## src/design/sac_pkg.sv

```systemverilog
// constants for the converter conversion and readout timing block
package sac_pkg;
   // clock
   localparam int CLK_NS = 5;
   // result width (also the serial frame length) and timer counter width
   localparam int DATA_W = 16;
   localparam int CNT_W = 8;
   // busy timing
   localparam int BUSY_MAX_NS = 1250;
   localparam int BUSY_MAX_CYC = BUSY_MAX_NS / CLK_NS;
   localparam int DV_BUSY_NS = 45;
   localparam int DV_BUSY_CYC = (DV_BUSY_NS + CLK_NS - 1) / CLK_NS;
   localparam int EOC_BUSY_NS = 10;
   localparam int EOC_BUSY_CYC = (EOC_BUSY_NS + CLK_NS - 1) / CLK_NS;
   // tail covers buffer pop and parallel load (2) before the 45 ns window
   localparam int TAIL_CYC = (DV_BUSY_CYC + 2 > EOC_BUSY_CYC) ?
      DV_BUSY_CYC + 2 : EOC_BUSY_CYC;
   // margin of 4 cycles absorbs the pin synchroniser and busy register
   localparam int CONV_CYC = BUSY_MAX_CYC - TAIL_CYC - 4;
   localparam int LAG_NS = 25;
   localparam int LAG_CYC = (LAG_NS + CLK_NS - 1) / CLK_NS;
   // serial master timing, index is the divider code
   localparam int LEAD_NS = 17;
   localparam int LEAD_CYC = (LEAD_NS + CLK_NS - 1) / CLK_NS;
   localparam int SCLK_PER_NS [4] = '{30, 60, 120, 240};
   localparam int HALF_CYC [4] = '{
      SCLK_PER_NS[0] / (2 * CLK_NS), SCLK_PER_NS[1] / (2 * CLK_NS),
      SCLK_PER_NS[2] / (2 * CLK_NS), SCLK_PER_NS[3] / (2 * CLK_NS)};
   localparam int TRAIL_NS [4] = '{3, 60, 140, 300};
   localparam int TRAIL_CYC [4] = '{
      (TRAIL_NS[0] + CLK_NS - 1) / CLK_NS,
      (TRAIL_NS[1] + CLK_NS - 1) / CLK_NS,
      (TRAIL_NS[2] + CLK_NS - 1) / CLK_NS,
      (TRAIL_NS[3] + CLK_NS - 1) / CLK_NS};
   // synchronised pin vector layout and reset value
   localparam int PIN_W = 9;
   localparam int P_CNV_N = 8;
   localparam int P_SER = 7;
   localparam int P_EXT = 6;
   localparam int P_RDC = 5;
   localparam int P_DIV_HI = 4;
   localparam int P_DIV_LO = 3;
   localparam int P_CS_N = 2;
   localparam int P_RD_N = 1;
   localparam int P_SCLK = 0;
   localparam logic [PIN_W-1:0] PIN_RST = 9'h106;
   // states
   typedef enum logic [2:0] {C_IDLE, C_CONV, C_TAIL, C_WAIT, C_LAG} sac_conv_t;
   typedef enum logic [1:0] {F_IDLE, F_LEAD, F_SHIFT, F_TRAIL} sac_frame_t;
endpackage

```

## src/design/sac_top.sv

```systemverilog
// conversion handshake, busy timing and parallel or serial result readout
// Operation
// - busy rises within 30 ns of start
// - busy at most 1.25 us otherwise
// - busy falls 10 ns after conversion end
// - parallel data valid 45 ns before busy falls
// - bus drive within 40 ns, release 15 ns
// - master outputs driven 10 ns after select
// - master outputs released 10 ns after deselect
// - serial clock period minimum per divider code
// - serial clock period maximum per divider code
// - master read-after-convert busy bounded per code
// - first clock edge delayed after frame marker
// - frame marker held after last clock edge
// - frame marker asserted once conversion completes
// - busy falls 25 ns after frame ends
// - slave data updates 3 to 18 ns
`timescale 1ns/100ps
`default_nettype none
module sac_top (
   // clock and reset
   input wire logic i_clk,
   input wire logic i_arst_n,
   // conversion control pins
   input wire logic i_conversion_start_n,
   output logic o_busy,
   // result from the internal converter core
   input wire logic [sac_pkg::DATA_W-1:0] i_core_result,
   // mode select pins
   input wire logic i_interface_select,
   input wire logic i_clock_source_select,
   input wire logic i_serial_data_in,
   input wire logic [1:0] i_clock_divide_select,
   // bus access pins
   input wire logic i_cs_n,
   input wire logic i_rd_n,
   // parallel port
   output logic [sac_pkg::DATA_W-1:0] o_data,
   output logic o_data_oe,
   // serial port
   output logic o_serial_data_out,
   output logic o_serial_data_out_oe,
   output logic o_frame_marker,
   output logic o_frame_marker_oe,
   output logic o_sclk_out,
   output logic o_sclk_oe,
   input wire logic i_sclk_in
);
   import sac_pkg::*;

   logic [1:0] rst_sync_ff;
   logic rst_n;
   logic [PIN_W-1:0] pin_meta_ff;
   logic [PIN_W-1:0] pin_ff;
   logic cnv_prev_ff;
   logic sclk_prev_ff;
   sac_conv_t conv_st_ff;
   logic [CNT_W-1:0] conv_cnt_ff;
   logic busy_ff;
   logic [DATA_W-1:0] buf_mem_ff [2];
   logic wr_ptr_ff;
   logic rd_ptr_ff;
   logic [1:0] buf_cnt_ff;
   logic [DATA_W-1:0] pdata_ff;
   sac_frame_t frm_st_ff;
   logic [CNT_W-1:0] frm_cnt_ff;
   logic [4:0] bit_cnt_ff;
   logic [DATA_W-1:0] shift_ff;
   logic sclk_ff;
   logic sync_ff;
   logic frame_done_ff;
   logic slave_full_ff;

   // reset release through two flops
   always_ff @(posedge i_clk or negedge i_arst_n) begin
      if (!i_arst_n) begin
         rst_sync_ff <= 2'h0;
      end else begin
         rst_sync_ff <= {rst_sync_ff[0], 1'h1};
      end
   end
   assign rst_n = rst_sync_ff[1];

   // every pin is asynchronous to i_clk, so all pass two flops
   // a start pulse shorter than one clock may go unseen
   always_ff @(posedge i_clk or negedge rst_n) begin
      if (!rst_n) begin
         pin_meta_ff <= PIN_RST;
         pin_ff <= PIN_RST;
         cnv_prev_ff <= 1'h1;
         sclk_prev_ff <= 1'h0;
      end else begin
         pin_meta_ff <= {i_conversion_start_n, i_interface_select,
            i_clock_source_select, i_serial_data_in, i_clock_divide_select,
            i_cs_n, i_rd_n, i_sclk_in};
         pin_ff <= pin_meta_ff;
         cnv_prev_ff <= pin_ff[P_CNV_N];
         sclk_prev_ff <= pin_ff[P_SCLK];
      end
   end

   // decoded modes
   wire ser_mode = pin_ff[P_SER];
   wire ext_clk = pin_ff[P_EXT];
   wire cs_act = !pin_ff[P_CS_N];
   wire rd_act = !pin_ff[P_RD_N];
   wire [1:0] div_code = {pin_ff[P_DIV_HI], pin_ff[P_DIV_LO]};
   wire master_mode = ser_mode && !ext_clk;
   wire slave_mode = ser_mode && ext_clk;
   wire rac_mode = master_mode && !pin_ff[P_RDC];
   wire start_fall = cnv_prev_ff && !pin_ff[P_CNV_N];
   wire sclk_rise = pin_ff[P_SCLK] && !sclk_prev_ff;
   wire [CNT_W-1:0] half_cyc = CNT_W'(HALF_CYC[div_code]);
   wire [CNT_W-1:0] trail_cyc = CNT_W'(TRAIL_CYC[div_code]);

   // two-entry result buffer handshake
   wire buf_in_valid = (conv_st_ff == C_CONV) && (conv_cnt_ff == 8'h00);
   wire buf_in_ready = (buf_cnt_ff != 2'h2);
   wire buf_out_valid = (buf_cnt_ff != 2'h0);
   wire frame_free = (frm_st_ff == F_IDLE);
   // serial receivers stall the buffer until the last word has gone out
   wire buf_out_ready = !ser_mode ||
      (master_mode && frame_free) || (slave_mode && !slave_full_ff);
   wire buf_push = buf_in_valid && buf_in_ready;
   wire buf_pop = buf_out_valid && buf_out_ready;
   wire [DATA_W-1:0] buf_out_data = buf_mem_ff[rd_ptr_ff];

   // conversion sequencer; a start while busy is ignored
   always_ff @(posedge i_clk or negedge rst_n) begin
      if (!rst_n) begin
         conv_st_ff <= C_IDLE;
         conv_cnt_ff <= 8'h00;
         busy_ff <= 1'h0;
      end else begin
         unique case (conv_st_ff)
            C_IDLE: begin
               if (start_fall) begin
                  busy_ff <= 1'h1;
                  conv_cnt_ff <= CNT_W'(CONV_CYC);
                  conv_st_ff <= C_CONV;
               end
            end
            C_CONV: begin
               if (conv_cnt_ff != 8'h00) begin
                  conv_cnt_ff <= conv_cnt_ff - 8'h01;
               end else if (buf_in_ready) begin
                  // a full buffer holds the result back, busy stays up
                  conv_cnt_ff <= CNT_W'(TAIL_CYC);
                  conv_st_ff <= C_TAIL;
               end
            end
            C_TAIL: begin
               if (conv_cnt_ff != 8'h00) begin
                  conv_cnt_ff <= conv_cnt_ff - 8'h01;
               end else if (rac_mode) begin
                  conv_st_ff <= C_WAIT;
               end else begin
                  busy_ff <= 1'h0;
                  conv_st_ff <= C_IDLE;
               end
            end
            C_WAIT: begin
               // read-after-convert holds busy until the frame is out
               if (frame_done_ff) begin
                  conv_cnt_ff <= CNT_W'(LAG_CYC - 1);
                  conv_st_ff <= C_LAG;
               end
            end
            C_LAG: begin
               if (conv_cnt_ff != 8'h00) begin
                  conv_cnt_ff <= conv_cnt_ff - 8'h01;
               end else begin
                  busy_ff <= 1'h0;
                  conv_st_ff <= C_IDLE;
               end
            end
         endcase
      end
   end

   // buffer storage and pointers
   always_ff @(posedge i_clk or negedge rst_n) begin
      if (!rst_n) begin
         buf_mem_ff[0] <= 16'h0000;
         buf_mem_ff[1] <= 16'h0000;
         wr_ptr_ff <= 1'h0;
         rd_ptr_ff <= 1'h0;
         buf_cnt_ff <= 2'h0;
      end else begin
         if (buf_push) begin
            buf_mem_ff[wr_ptr_ff] <= i_core_result;
            wr_ptr_ff <= !wr_ptr_ff;
         end
         if (buf_pop) begin
            rd_ptr_ff <= !rd_ptr_ff;
         end
         // push and pop in one cycle leave the count alone
         buf_cnt_ff <= buf_cnt_ff + {1'h0, buf_push} - {1'h0, buf_pop};
      end
   end

   // parallel result register, loaded ahead of busy falling
   always_ff @(posedge i_clk or negedge rst_n) begin
      if (!rst_n) begin
         pdata_ff <= 16'h0000;
      end else if (buf_pop && !ser_mode) begin
         pdata_ff <= buf_out_data;
      end
   end

   // serial master frame and slave shifter
   always_ff @(posedge i_clk or negedge rst_n) begin
      if (!rst_n) begin
         frm_st_ff <= F_IDLE;
         frm_cnt_ff <= 8'h00;
         bit_cnt_ff <= 5'h00;
         shift_ff <= 16'h0000;
         sclk_ff <= 1'h0;
         sync_ff <= 1'h0;
         frame_done_ff <= 1'h0;
         slave_full_ff <= 1'h0;
      end else begin
         frame_done_ff <= 1'h0;
         unique case (frm_st_ff)
            F_IDLE: begin
               if (buf_pop && master_mode) begin
                  shift_ff <= buf_out_data;
                  sync_ff <= 1'h1;
                  frm_cnt_ff <= CNT_W'(LEAD_CYC - 1);
                  bit_cnt_ff <= 5'h00;
                  frm_st_ff <= F_LEAD;
               end else if (buf_pop && slave_mode) begin
                  shift_ff <= buf_out_data;
                  bit_cnt_ff <= 5'h00;
                  slave_full_ff <= 1'h1;
               end else if (slave_full_ff && sclk_rise) begin
                  // msb first, next bit on each rising host clock edge
                  shift_ff <= {shift_ff[DATA_W-2:0], 1'h0};
                  bit_cnt_ff <= bit_cnt_ff + 5'h01;
                  if (bit_cnt_ff == 5'(DATA_W - 1)) begin
                     slave_full_ff <= 1'h0;
                  end
               end
            end
            F_LEAD: begin
               if (frm_cnt_ff != 8'h00) begin
                  frm_cnt_ff <= frm_cnt_ff - 8'h01;
               end else begin
                  frm_cnt_ff <= half_cyc - 8'h01;
                  frm_st_ff <= F_SHIFT;
               end
            end
            F_SHIFT: begin
               // fixed half period sits inside the allowed window
               if (frm_cnt_ff != 8'h00) begin
                  frm_cnt_ff <= frm_cnt_ff - 8'h01;
               end else if (!sclk_ff) begin
                  sclk_ff <= 1'h1;
                  frm_cnt_ff <= half_cyc - 8'h01;
               end else begin
                  sclk_ff <= 1'h0;
                  shift_ff <= {shift_ff[DATA_W-2:0], 1'h0};
                  bit_cnt_ff <= bit_cnt_ff + 5'h01;
                  if (bit_cnt_ff == 5'(DATA_W - 1)) begin
                     frm_cnt_ff <= trail_cyc - 8'h01;
                     frm_st_ff <= F_TRAIL;
                  end else begin
                     frm_cnt_ff <= half_cyc - 8'h01;
                  end
               end
            end
            F_TRAIL: begin
               if (frm_cnt_ff != 8'h00) begin
                  frm_cnt_ff <= frm_cnt_ff - 8'h01;
               end else begin
                  sync_ff <= 1'h0;
                  frame_done_ff <= 1'h1;
                  frm_st_ff <= F_IDLE;
               end
            end
         endcase
      end
   end

   // outputs; enables follow the synchronised select directly
   // no oe flop, so release stays two clocks after the pin
   assign o_busy = busy_ff;
   assign o_data = pdata_ff;
   assign o_data_oe = !ser_mode && cs_act && rd_act;
   assign o_serial_data_out = shift_ff[DATA_W-1];
   assign o_serial_data_out_oe = ser_mode && cs_act;
   assign o_frame_marker = sync_ff;
   assign o_frame_marker_oe = master_mode && cs_act;
   assign o_sclk_out = sclk_ff;
   assign o_sclk_oe = master_mode && cs_act;
endmodule
`default_nettype wire

```

## config.mk

```make
export PLATFORM = sky130hd
export DESIGN_NAME = sac_top
export DESIGN_NICKNAME = d
export VERILOG_FILES = /design/src/design/sac_pkg.sv /design/src/design/sac_top.sv
export SDC_FILE = /design/constraint.sdc
export NUM_CORES = 1
export LEC_CHECK = 0
export BUFFER_PORTS_ARGS = -buffer_cell sky130_fd_sc_hd__buf_4
export CAP_MARGIN = 10
export CORE_MARGIN = 4
export CORE_UTILIZATION = 55
export DETAILED_ROUTE_END_ITERATION = 6
export PLACE_DENSITY = 0.71
export SYNTH_ARGS = -nofsm -noshare
export SYNTH_HDL_FRONTEND = slang
export SYNTH_SLANG_ARGS = --single-unit
export TNS_END_PERCENT = 100
```

## constraint.sdc

```tcl
create_clock -name i_clk -period 4.65 [get_ports i_clk]
set_input_delay 0.93 -clock i_clk [delete_from_list [all_inputs] [get_ports i_clk]]
set_output_delay 0.93 -clock i_clk [all_outputs]
set_load 0.03 [all_outputs]
```

# == After elaboration in Yosys (flattened, before gate mapping) ==
# Cells that the tools add are included.
# totals
regBits,121
latchBits,0
mem_bits_rw,0
romBits,0
in_bits,27
elab_cells,182
memories,0
# op_classes
n_addsub,7
multipliers,0
n_div,0
magnitude_cmp,4
n_eq_ne,26
shifts,0
muxes,66
bitwise_logic,5
reduce_logical,52
# op_table
op,count
$mux W16,9
$bmux W32 S2,2
$mux W8,15
$pmux W8 S4,2
$bwmux W32,1
$pmux W16 S2,1
$sub A8 B1 Y8 const B,4
$ne A2 B2 Y1 const B,14
$mux W5,5
$logic_and A1 B1 Y1,19
$mux W3,6
$demux W16 S1,1
$reduce_bool A8 Y1,2
$pmux W3 S5,1
$mux W2,7
$mux W1,12
$reduce_and A4 Y1,3
$reduce_and A6 Y1,2
$logic_not A1 Y1,10
$pmux W5 S2,1
$reduce_bool A2 Y1,5
$logic_not A8 Y1,1
$pmux W2 S4,1
$eq A3 B2 Y1 const B,2
other kinds (27),34

# == Logic depth before layout (Yosys ltp) ==
# Gate-level depths: netlist (run 1).
# logic_depth
word_depth,10
depth_mapped,11

# == Worst setup path before layout (run 1) ==
# Ideal clock, no wire load.
# synth_timing
path_type,reg-to-reg
startpoint,reg conv_cnt_ff[0]
endpoint,reg buf_cnt_ff[1]
setup_ps,123
arrival_time_ps,2207
slack_ps,2320
stages_incl_launch_ff,12
n_path_buf,1
period_less_slack_ps,2330
path_cell_list,dfrtp_1 -> inv_1 -> ha_1 -> nor3b_2 -> nand2_4 -> or3_1 -> buf_2 -> ha_1 -> inv_1 -> ha_1 -> xnor2_1 -> xnor2_1
# synth_between
elab_chain_cells,5
# synth_lines
item,line_no,source
start: declaration,sac_top.sv:58,logic [CNT_W-1:0] conv_cnt_ff;
start signal: assignment,sac_top.sv:139,conv_cnt_ff <= CNT_W'(CONV_CYC);
start signal: assignment,sac_top.sv:145,conv_cnt_ff <= conv_cnt_ff - 8'h01;
start signal: assignment,sac_top.sv:148,conv_cnt_ff <= CNT_W'(TAIL_CYC);
$logic_not A8 Y1,sac_top.sv:117,wire buf_in_valid = (conv_st_ff == C_CONV) && (conv_cnt_ff == 8'h00);
$logic_and A1 B1 Y1,sac_top.sv:117,
$logic_and A1 B1 Y1,sac_top.sv:124,wire buf_push = buf_in_valid && buf_in_ready;
$add A2 B1 Y2,sac_top.sv:198,"buf_cnt_ff <= buf_cnt_ff + {1'h0, buf_push} - {1'h0, buf_pop};"
$sub A2 B1 Y2,sac_top.sv:198,
end signal: assignment,sac_top.sv:198,
end: declaration,sac_top.sv:63,logic [1:0] buf_cnt_ff;
# No other way between the ends.
# A chain may end at the register's enable or synchronous reset.

# == Final worst setup path (run 1) ==
# layout_timing
startpoint,reg frm_cnt_ff[0]
endpoint,reg frm_cnt_ff[6]
# layout_between
elab_chain_cells,3
elab_cells_between_ends,8
cone_classes,add/sub (1); eq/ne (1); mux (4); reduce/logical (2)
# layout_lines
item,line_no,source
start: declaration,sac_top.sv:66,logic [CNT_W-1:0] frm_cnt_ff;
start signal: assignment,sac_top.sv:229,frm_cnt_ff <= CNT_W'(LEAD_CYC - 1);
start signal: assignment,sac_top.sv:247,frm_cnt_ff <= frm_cnt_ff - 8'h01;
start signal: assignment,sac_top.sv:249,frm_cnt_ff <= half_cyc - 8'h01;
$sub A8 B1 Y8 or $reduce_bool A8 Y1 (tied branches),-,
"$mux W8, or another cell as far along",sac_top.sv:273,if (frm_cnt_ff != 8'h00) begin
$pmux W8 S4 or $reduce_and A2 Y1 (tied branches),-,
# Several ways; a longest one is shown, not always the timed one. The select of a mux whose other input is x is not followed.

==> flow_summary.toml, run 1 <==
[status]
status = "completed"

[power_and_ir_drop]
power_switching_share_pct = 38.8
leakage_uw = 0.00303
internal_power_uw = 3030
sequentialPowerShare_pct = 35.3
power_per_cell_area_mw_per_mm2 = 743
share_clk_of_total_power_pct = 26.7
power_switching_uw = 1920
pwr-share-comb_pct = 38.0
peakVddDrop_v = 0.000547

[synth]
synth.yosys.warnings = 0
synth-main-ff-cell = "dfrtp_1"
syn_area_per_cell_um2 = 10.8
synth.ff_latch_count = 121
synth_cell_type_count = 65
post-synth-top-area-cell = "dfrtp_1"
post-synth-top-area-fraction_pct = 50.5
asyncSetResetFlopFracSynth_pct = 100
synth_sequential_area_ratio_pct = 53.8
post_synth_instance_area_mm2 = 0.00565
number_of_enable_type_register_cells_in_the_synthesized_netlist = 0
ys_top_cells_by_area = "dfrtp_1, o21ai_0, mux2_2, nand2_1, dfstp_2"
synth_cells = 525
postSynthNetCount = 564

[placement]
place_worst_setup_slack_ns = 2.16
gp_routability_congestion = 0.907
place_inst = 679
detailedPlacementHpwl_um = 7530
buffer_ports.inserted = 50

[cts]
tritoncts.num_buffers = 17
tritoncts_num_sinks = 121
insertion_delay_to_the_later_sink_of_the_worst_skew_pair_ns = 0.52
clock_pin_slew_on_the_worst_setup_and_hold_paths_ns = 0.06
cts_tree = "built"
cts_setup_buffers = 0
cts_hold_buffers = 0
clockBufferDepth = 2
cts.htree.levels = 4
cts.repair.resized = 0
root_buffer = "clkbuf_8"

[routing]
detail_route.iter0.violations = 206
drc = 0
avgRoutedWirePerCell_um = 16.2
route.detailed.vias_per_inst = 5.69
final_wirelength_um = 11500
drt-pass1-iter-count = 5
count_of_antenna_violating_nets_left_after_detailed_routing = 0
vias = 4045

[job]
maxCapViolCount = 0

[global_routing]
antenna_found_initial = 0
grt_pass1_wl_um = 19900
grt_pass1_vias = 4069
grt_max_degree = 79
grt_overflow = 0
grtUsageTotal_pct = 21.5

[timing]
layout_worst_path_cycle_share_pct = 56.3
timing.slew.headroom_pct = 32.1
rsz0062_at_grt = "no"
finalClockSkew_ns = 0.00897
fin_ws_ns = 2.03
final_layout_worst_hold_slack_ns = 0.180
finalSetupViolCount = 0
fmax_ghz = 0.382
fin_crit_ns = 2.62
setup_total_negative_slack_ns = 0
hold_violations = 0
worst_slew_pin_slew_ns = 1.02
maxSlewViolCount = 0

[die]
start_util_pct = 57.2
die_w_um = 109
ios = 51
core-area_mm2 = 0.00986
die_area_mm2 = 0.0120
floorplan.rows = 36
die_height_um = 109

[setup_path]
critPathMaxFanout = 14
worstSetupPathType = "flop to flop"
critPathLaunchType = "flop"
timing.critical_path.required_ns = 5.05
worstRegToRegCells = 7
worst-endpoint-arrival_ns = 3.02
critical_path.endpoint_type = "flop"

[cells_and_area]
post-route-util_pct = 67.6
final_cell_count_no_fill = 711
area_grow_syn2layout_pct = 18.1
post_route_cells_drive_above_1_share_pct = 24.9
design.final.nets = 604
n_antenna_cell = 0

[worst_hold_path]
worstHoldPathType = "input pin to async pin"
layer usage:
metal | vias to the layer above | wire, um | track usage, %
li1 | 1940 | - | -
met1 | 2014 | 5230 | 29.7
met2 | 83 | 5660 | 33.3
met3 | 8 | 547 | 6.52
met4 | 0 | 76 | 5.79
met5 | - | 0 | 0
sequential cells by signal, summed over array words and instances, names as in the netlist, 2 cells and up:
register and cells:
buf_mem_ff 32, o_data 16, shift_ff 16, pin_ff 9, pin_meta_ff 9, conv_cnt_ff 8, frm_cnt_ff 8, bit_cnt_ff 5
conv_st_ff 3, buf_cnt_ff 2, frm_st_ff 2, rst_sync_ff 2
layout by cell type (no fill, tap or decap), types with 4 or more instances in the layout:
cell type,n
nand2b_1,5
nor2_1,20
clkbuf_16,16
a22o_1,7
dfstp_2,7
inv_1,15
o31ai_1,6
xnor2_1,8
nand3_1,4
inv_6,6
a31oi_1,4
nand2_1,71
a21oi_1,19
mux2_2,25
dfrtp_1,113
buf_4,53
mux2i_1,18
o21ai_0,74
mux2_4,10
ha_1,12
nor2b_1,4
nor3_1,13
kinds of logic (layout without fill, tap and decap cells):
| family | count (synthesis) | in the layout | share of synthesized area [%] |
|---|---|---|---|
| compound gates | 137 | 137 | 14.7 |
| simple gates | 145 | 145 | 12.9 |
| xor+xnor | 9 | 9 | 1.40 |
| flops | 121 | 121 | 53.8 |
| other cells | 1 | 1 | 0.0664 |
| buf+inv | 47 | 100 | 3.68 |
| fa+ha+maj | 12 | 12 | 2.66 |
| mux | 53 | 53 | 10.8 |
path summary, 6_finish.rpt:
| check | to | from | slack (ns) |
|---|---|---|---|
| setup / recovery | frm_cnt_ff[6]$_DFFE_PN0P_ | frm_cnt_ff[0]$_DFFE_PN0P_ | 2.03 |
| hold / removal | rst_sync_ff[1]$_DFF_PN0_ | i_arst_n | 0.18 |
| setup reg to reg | frm_cnt_ff[6]$_DFFE_PN0P_ | frm_cnt_ff[0]$_DFFE_PN0P_ | 2.03 |
| hold reg to reg | pin_ff[7]$_DFF_PN0_ | pin_meta_ff[7]$_DFF_PN0_ | 0.35 |
| max in group asynchronous | conv_cnt_ff[7]$_DFFE_PN0P_ | rst_sync_ff[1]$_DFF_PN0_ | 3.07 |
| min in group i_clk | pin_ff[7]$_DFF_PN0_ | pin_meta_ff[7]$_DFF_PN0_ | 0.35 |
stage by stage:
step                      instance area (um2)  power, uW
after floorplan                          5650       3120
after global placement                   6070       3570
after detailed placement                 6070       3620
after CTS                                6670       4980
after global routing                     6670       5310
final                                    6670       4960
final cells by class:
type,instances,area (um2)
fill,711,3190
sequential,121,3040
multi-input combinational,357,2410
clock buffer,18,418
timing repair buffer,53,398
clock inverter,14,184
tap,133,166
inverter,15,56.3
synthesized netlist by cell type, drive strengths merged (5+ instances only):
master  number
nand2b       5
dfrtp      114
nand3        5
ha          12
nand2       72
o21ai       74
buf         13
a21oi       19
clkbuf      19
inv         15
dfstp        7
o31ai        6
nor3        13
mux2i       18
xnor2        8
nor2        21
mux2        35
a22o         7
power by group through the flow:
stage | Sequential [uW] | Combinational, uW | Clock [uW]
finish | 1750 | 1880 | 1320
global route | 1800 | 2110 | 1410
CTS | 1750 | 1890 | 1350
detailed placement | 1750 | 1870 | 0
global placement | 1750 | 1820 | 0
floorplan | 1780 | 1340 | 0
worst max-delay path: stages, from the launching register on:
cell and delay [ns]:
dfrtp_1 0.41, inv_1 0.09, ha_1 0.19, nor3b_1 0.57, nand2_1 0.42, o21ai_0 0.40, o21ai_0 0.16, a32o_1 0.25
No activity file was read; power rests on OpenSTA's default activity.
==> run 2: changes to the inputs <==
==> constraint.sdc (replaced) <==
create_clock -name i_clk -period 2.6 [get_ports i_clk]
set_input_delay 0.52 -clock i_clk [delete_from_list [all_inputs] [get_ports i_clk]]
set_output_delay 0.52 -clock i_clk [all_outputs]
set_load 0.03 [all_outputs]
==> flow_summary.toml, run 2 (same netlist as run 1, synthesis figures left out) <==
[routing]
route.detailed.vias_per_inst = 5.60
detail_route.iter0.violations = 175
count_of_antenna_violating_nets_left_after_detailed_routing = 0
avgRoutedWirePerCell_um = 16.3
drt-pass1-iter-count = 5
drc = 0
vias = 4031
final_wirelength_um = 11700

[cts]
root_buffer = "clkbuf_8"
tritoncts_num_sinks = 121
clock_pin_slew_on_the_worst_setup_and_hold_paths_ns = 0.06
insertion_delay_to_the_later_sink_of_the_worst_skew_pair_ns = 0.52
cts.htree.levels = 4
tritoncts.num_buffers = 17
clockBufferDepth = 2
cts_tree = "built"

[cells_and_area]
post_route_cells_drive_above_1_share_pct = 25.7
final.fill_count = 740
design.final.nets = 613
mostFrequentLayoutCells = "dfrtp_1, o21ai_0, nand2_1"
top_register = "buf_mem_ff"
layout_commonest_cell = "dfrtp_1"
post-route-util_pct = 68.1
number_of_flip_flops_in_the_largest_register = 32
area_grow_syn2layout_pct = 19.0
n_antenna_cell = 0

[status]
status = "completed"

[setup_path]
critical_path.endpoint_type = "flop"
r2r-end = "buf_cnt_ff[1]$_DFF_PN0_"
timing.critical_path.required_ns = 3.05
critPathLaunchType = "flop"
worst-r2r-setup-slack_ns = 0.18
critPathMaxFanout = 9
worst-endpoint-arrival_ns = 2.87
worstRegToRegCells = 10
rr_startpoint = "conv_cnt_ff[0]$_DFFE_PN0P_"
worstSetupPathType = "flop to flop"

[timing]
fin_crit_ns = 2.42
timing.slew.headroom_pct = 46.4
fin_ws_ns = 0.179
finalSetupViolCount = 0
maxSlewViolCount = 0
layout_worst_path_cycle_share_pct = 93.1
hold_violations = 0
finalClockSkew_ns = 0.00704
rsz0062_at_grt = "no"
worst_slew_pin_slew_ns = 0.804
setup_total_negative_slack_ns = 0
fmax_ghz = 0.413

[placement]
buffer_ports.inserted = 50
place_worst_setup_slack_ns = 0.0880
gp_routability_congestion = 0.941
detailedPlacementHpwl_um = 8170

[job]
maxCapViolCount = 0

[die]
ios = 51
floorplan.rows = 36
start_util_pct = 57.2
die_height_um = 109
die_area_mm2 = 0.0120
core-area_mm2 = 0.00986
die_w_um = 109

[power_and_ir_drop]
power_per_cell_area_mw_per_mm2 = 1310
leakage_uw = 0.00307
peakVddDrop_v = 0.000769

[global_routing]
grt_pass1_wl_um = 20200
antenna_found_initial = 0
grtUsageTotal_pct = 21.9
grt_max_degree = 51
grt_pass1_vias = 4089
grt_overflow = 0

[worst_hold_path]
worstHoldPathType = "input pin to flop"
timing.hold.worst_path_depth = 1
worst_hold_path.endpoint = "pin_meta_ff[6]$_DFF_PN0_"
hp-start = "i_clock_source_select"
[run 2: what timing repair did]
| action | 4_1_cts | 5_1_grt |
|---|---|---|
| endpoints found under the setup margin | 0 | 1 |
| hold endpoints to repair | 2 | 0 |
| hold buffers | 1 | 0 |
| gates resized for setup | 0 | 1 |
| buffers inserted | 0 | 0 |
[run 2: worst max path at each step]
stage / startpoint / to / slack (ns)
CTS: conv_cnt_ff[0]$_DFFE_PN0P_ / buf_cnt_ff[1]$_DFF_PN0_ / 0.08
detailed placement: conv_cnt_ff[0]$_DFFE_PN0P_ / buf_cnt_ff[1]$_DFF_PN0_ / 0.09
global route: conv_cnt_ff[0]$_DFFE_PN0P_ / buf_cnt_ff[1]$_DFF_PN0_ / 0.03
floorplan: conv_cnt_ff[0]$_DFFE_PN0P_ / buf_cnt_ff[1]$_DFF_PN0_ / 0.27
finish: conv_cnt_ff[0]$_DFFE_PN0P_ / buf_cnt_ff[1]$_DFF_PN0_ / 0.18
global placement: conv_cnt_ff[0]$_DFFE_PN0P_ / buf_cnt_ff[1]$_DFF_PN0_ / 0.17
[run 2: report_power, final]
group / switching (uW) / internal (uW)
logic: 2030 / 1500
clock network: 833 / 1390
registers: 545 / 2510
total: 3400 / 5400
[run 2: final cells by class]
type | count | area [um2] | area share, %
Clock buffer | 21 | 439 | 6.54
Clock inverter | 11 | 121 | 1.81
Inverter | 15 | 56.3 | 0.838
Multi-Input combinational cell | 357 | 2410 | 35.9
Sequential cell | 121 | 3040 | 45.3
Tap cell | 133 | 166 | 2.48
Timing Repair Buffer | 62 | 480 | 7.15
[run 2: metrics by stage]
step / instance area (um2) / std cells / hold slack, ns / total power, uW
3_5_place_dp: 6140 / 687 / 0.305 / 6590
4_1_cts: 6710 / 720 / 0.0698 / 8860
2_1_floorplan: 5650 / 525 / 0.224 / 5580
6_report: 6720 / 720 / 0.101 / 8800
3_3_place_gp: 6140 / 687 / 0.302 / 6440
5_1_grt: 6720 / 720 / 0.0780 / 9450
[run 2: critical path, stage by stage (launching register included)]
cell and delay [ns]:
dfrtp_1 0.43, inv_1 0.14, ha_1 0.15, nor3b_2 0.29, nand2_4 0.13, or3_4 0.41, ha_1 0.29, inv_1 0.04
ha_1 0.18, xnor2_1 0.16, xnor2_1 0.13
[run 2: routing by layer]
metal,vias up,share of wire (%),wire (um),global-route usage (%)
met5,-,0,0,0
met4,0,1.5,181,8.73
met3,17,4.8,566,6.34
met2,94,50,5870,35.0
met1,1976,44,5110,28.3
li1,1944,-,-,-
==> run 3: changes to the inputs <==
--- a/config.mk
+++ b/config.mk
@@ -6,10 +6,12 @@
 export NUM_CORES = 1
 export LEC_CHECK = 0
 export BUFFER_PORTS_ARGS = -buffer_cell sky130_fd_sc_hd__buf_4
-export CAP_MARGIN = 10
+export CAP_MARGIN = 20
+export CORE_ASPECT_RATIO = 2
 export CORE_MARGIN = 4
 export CORE_UTILIZATION = 55
 export DETAILED_ROUTE_END_ITERATION = 6
+export GPL_ROUTABILITY_DRIVEN = 1
 export PLACE_DENSITY = 0.71
 export SYNTH_ARGS = -nofsm -noshare
 export SYNTH_HDL_FRONTEND = slang
==> flow_summary.toml, run 3 (same netlist as run 1, synthesis figures left out) <==
[setup_path]
critical_path.endpoint_type = "flop"
critPathLaunchType = "flop"
worst-endpoint-arrival_ns = 2.79
cpMaxStageDelayCell = "nor4_4"
critical_path.n_buffers_inverters = 1
critPathMaxFanout = 9
crit_path_cell_trace = "nor4_4 > nand2_4 > or3_1 > ha_1 > inv_1 > ha_1 > xnor2_1 > xnor2_1"
timing.critical_path.required_ns = 2.94
worstSetupPathType = "flop to flop"
path_delay_family = "simple AND/OR/NAND/NOR gates"
max_stage_delay_ns = 0.48

[placement]
place_worst_setup_slack_ns = 0.165
detailedPlacementHpwl_um = 8750
gp_routability_congestion = 0.883
buffer_ports.inserted = 50

[status]
status = "completed"

[die]
start_util_pct = 56.0
ios = 51
die_height_um = 151
core-area_mm2 = 0.0101
floorplan.rows = 52
die_area_mm2 = 0.0120
die_w_um = 79.6

[timing]
maxSlewViolCount = 0
worst_slew_pin_slew_ns = 0.844
fin_ws_ns = 0.149
fmax_ghz = 0.408
fin_crit_ns = 2.45
hold_violations = 0
layout_worst_path_cycle_share_pct = 94.3
setup_total_negative_slack_ns = 0
finalClockSkew_ns = 0.0116
timing.slew.headroom_pct = 43.8
finalSetupViolCount = 0
rsz0062_at_grt = "no"

[cts]
insertion_delay_to_the_later_sink_of_the_worst_skew_pair_ns = 0.41
clock_pin_slew_on_the_worst_setup_and_hold_paths_ns = 0.06
clockBufferDepth = 2
root_buffer = "clkbuf_16"
tritoncts.num_buffers = 17
cts.repair.resized = 0
tritoncts_num_sinks = 121
cts_tree = "built"
cts.htree.levels = 4

[job]
maxCapViolCount = 0

[power_and_ir_drop]
sequentialPowerShare_pct = 32.5
power_per_cell_area_mw_per_mm2 = 1350
share_clk_of_total_power_pct = 27.4
internal_power_uw = 5750
power_switching_share_pct = 38.0
power_switching_uw = 3520
leakage_uw = 0.00314
peakVddDrop_v = 0.000798
pwr-share-comb_pct = 40.1

[routing]
drc = 0
route.detailed.vias_per_inst = 5.69
vias = 4140
final_wirelength_um = 12500
drt-pass1-iter-count = 4
detail_route.iter0.violations = 236
avgRoutedWirePerCell_um = 17.2
count_of_antenna_violating_nets_left_after_detailed_routing = 0

[cells_and_area]
layout_commonest_cell = "dfrtp_1"
design.final.nets = 618
area_grow_syn2layout_pct = 21.5
mostFrequentLayoutCells = "dfrtp_1, o21ai_0, nand2_1"
number_of_flip_flops_in_the_largest_register = 32
n_antenna_cell = 0
post_route_cells_drive_above_1_share_pct = 26.7
top_register = "buf_mem_ff"

[global_routing]
grt_pass1_wl_um = 20900
grt_max_degree = 69
grt_pass1_vias = 4343
antenna_found_initial = 0
grt_overflow = 0
grtUsageTotal_pct = 22.6

[worst_hold_path]
worstHoldPathType = "flop to async pin"
-- run 3: final cells by class --
class	count	area, um2
fillers	810	3220
flip-flops and latches	121	3040
clock inverters	13	193
multi-input cells	357	2410
inverters	15	56.3
well taps	135	169
repair buffers	67	543
clock buffers	19	453
-- run 3: power groups by stage --
stage	registers [uW]	logic [uW]	clock network, uW
6_report	3010	3710	2540
5_1_grt	3100	4130	2670
4_1_cts	3010	3740	2580
3_5_place_dp	3030	3710	0
3_3_place_gp	2990	3630	0
2_1_floorplan	3190	2390	0
-- run 3: per-layer routing --
layer	vias up	GRT usage, %	routed length (um)	part of all wire, %
met1	2073	24.7	4670	37
met3	22	4.11	378	3.0
met2	79	41.0	7110	57
li1	1966	-	-	-
met4	0	11.4	315	2.5
met5	-	0	0	0
-- run 3: through the flow --
step | hold WS [ns] | util (%) | std cells | power (uW) | cell area (um2)
floorplan | 0.224 | - | 525 | 5580 | 5650
global placement | 0.174 | 61.6 | 694 | 6620 | 6210
detailed placement | 0.184 | 61.6 | 694 | 6730 | 6210
CTS | 0.189 | 68.1 | 727 | 9330 | 6860
global route | 0.199 | 68.1 | 727 | 9900 | 6860
finish | 0.180 | 68.1 | 727 | 9270 | 6860
-- run 3: repair_timing --
| action | CTS | global route |
|---|---|---|
| hold endpoints to repair | 2 | 0 |
| hold buffers | 1 | 0 |
| buffers inserted | 0 | 0 |
-- run 3: path summary, 6_finish.rpt --
| check | from | endpoint | slack [ns] | cells after the start |
|---|---|---|---|---|
| worst max-delay path | conv_cnt_ff[3]$_DFFE_PN0P_ | buf_cnt_ff[1]$_DFF_PN0_ | 0.15 | 8 |
| worst min-delay path | rst_sync_ff[1]$_DFF_PN0_ | o_data[3]$_DFFE_PN0P_ | 0.18 | 0 |
| worst max register to register | conv_cnt_ff[3]$_DFFE_PN0P_ | buf_cnt_ff[1]$_DFF_PN0_ | 0.15 | 8 |
| worst min register to register | rst_sync_ff[1]$_DFF_PN0_ | o_data[3]$_DFFE_PN0P_ | 0.18 | 0 |
| max in group asynchronous | rst_sync_ff[1]$_DFF_PN0_ | pin_ff[1]$_DFF_PN1_ | 1.62 | 1 |
| min in group i_clk | i_conversion_start_n | pin_meta_ff[8]$_DFF_PN1_ | 0.21 | 1 |
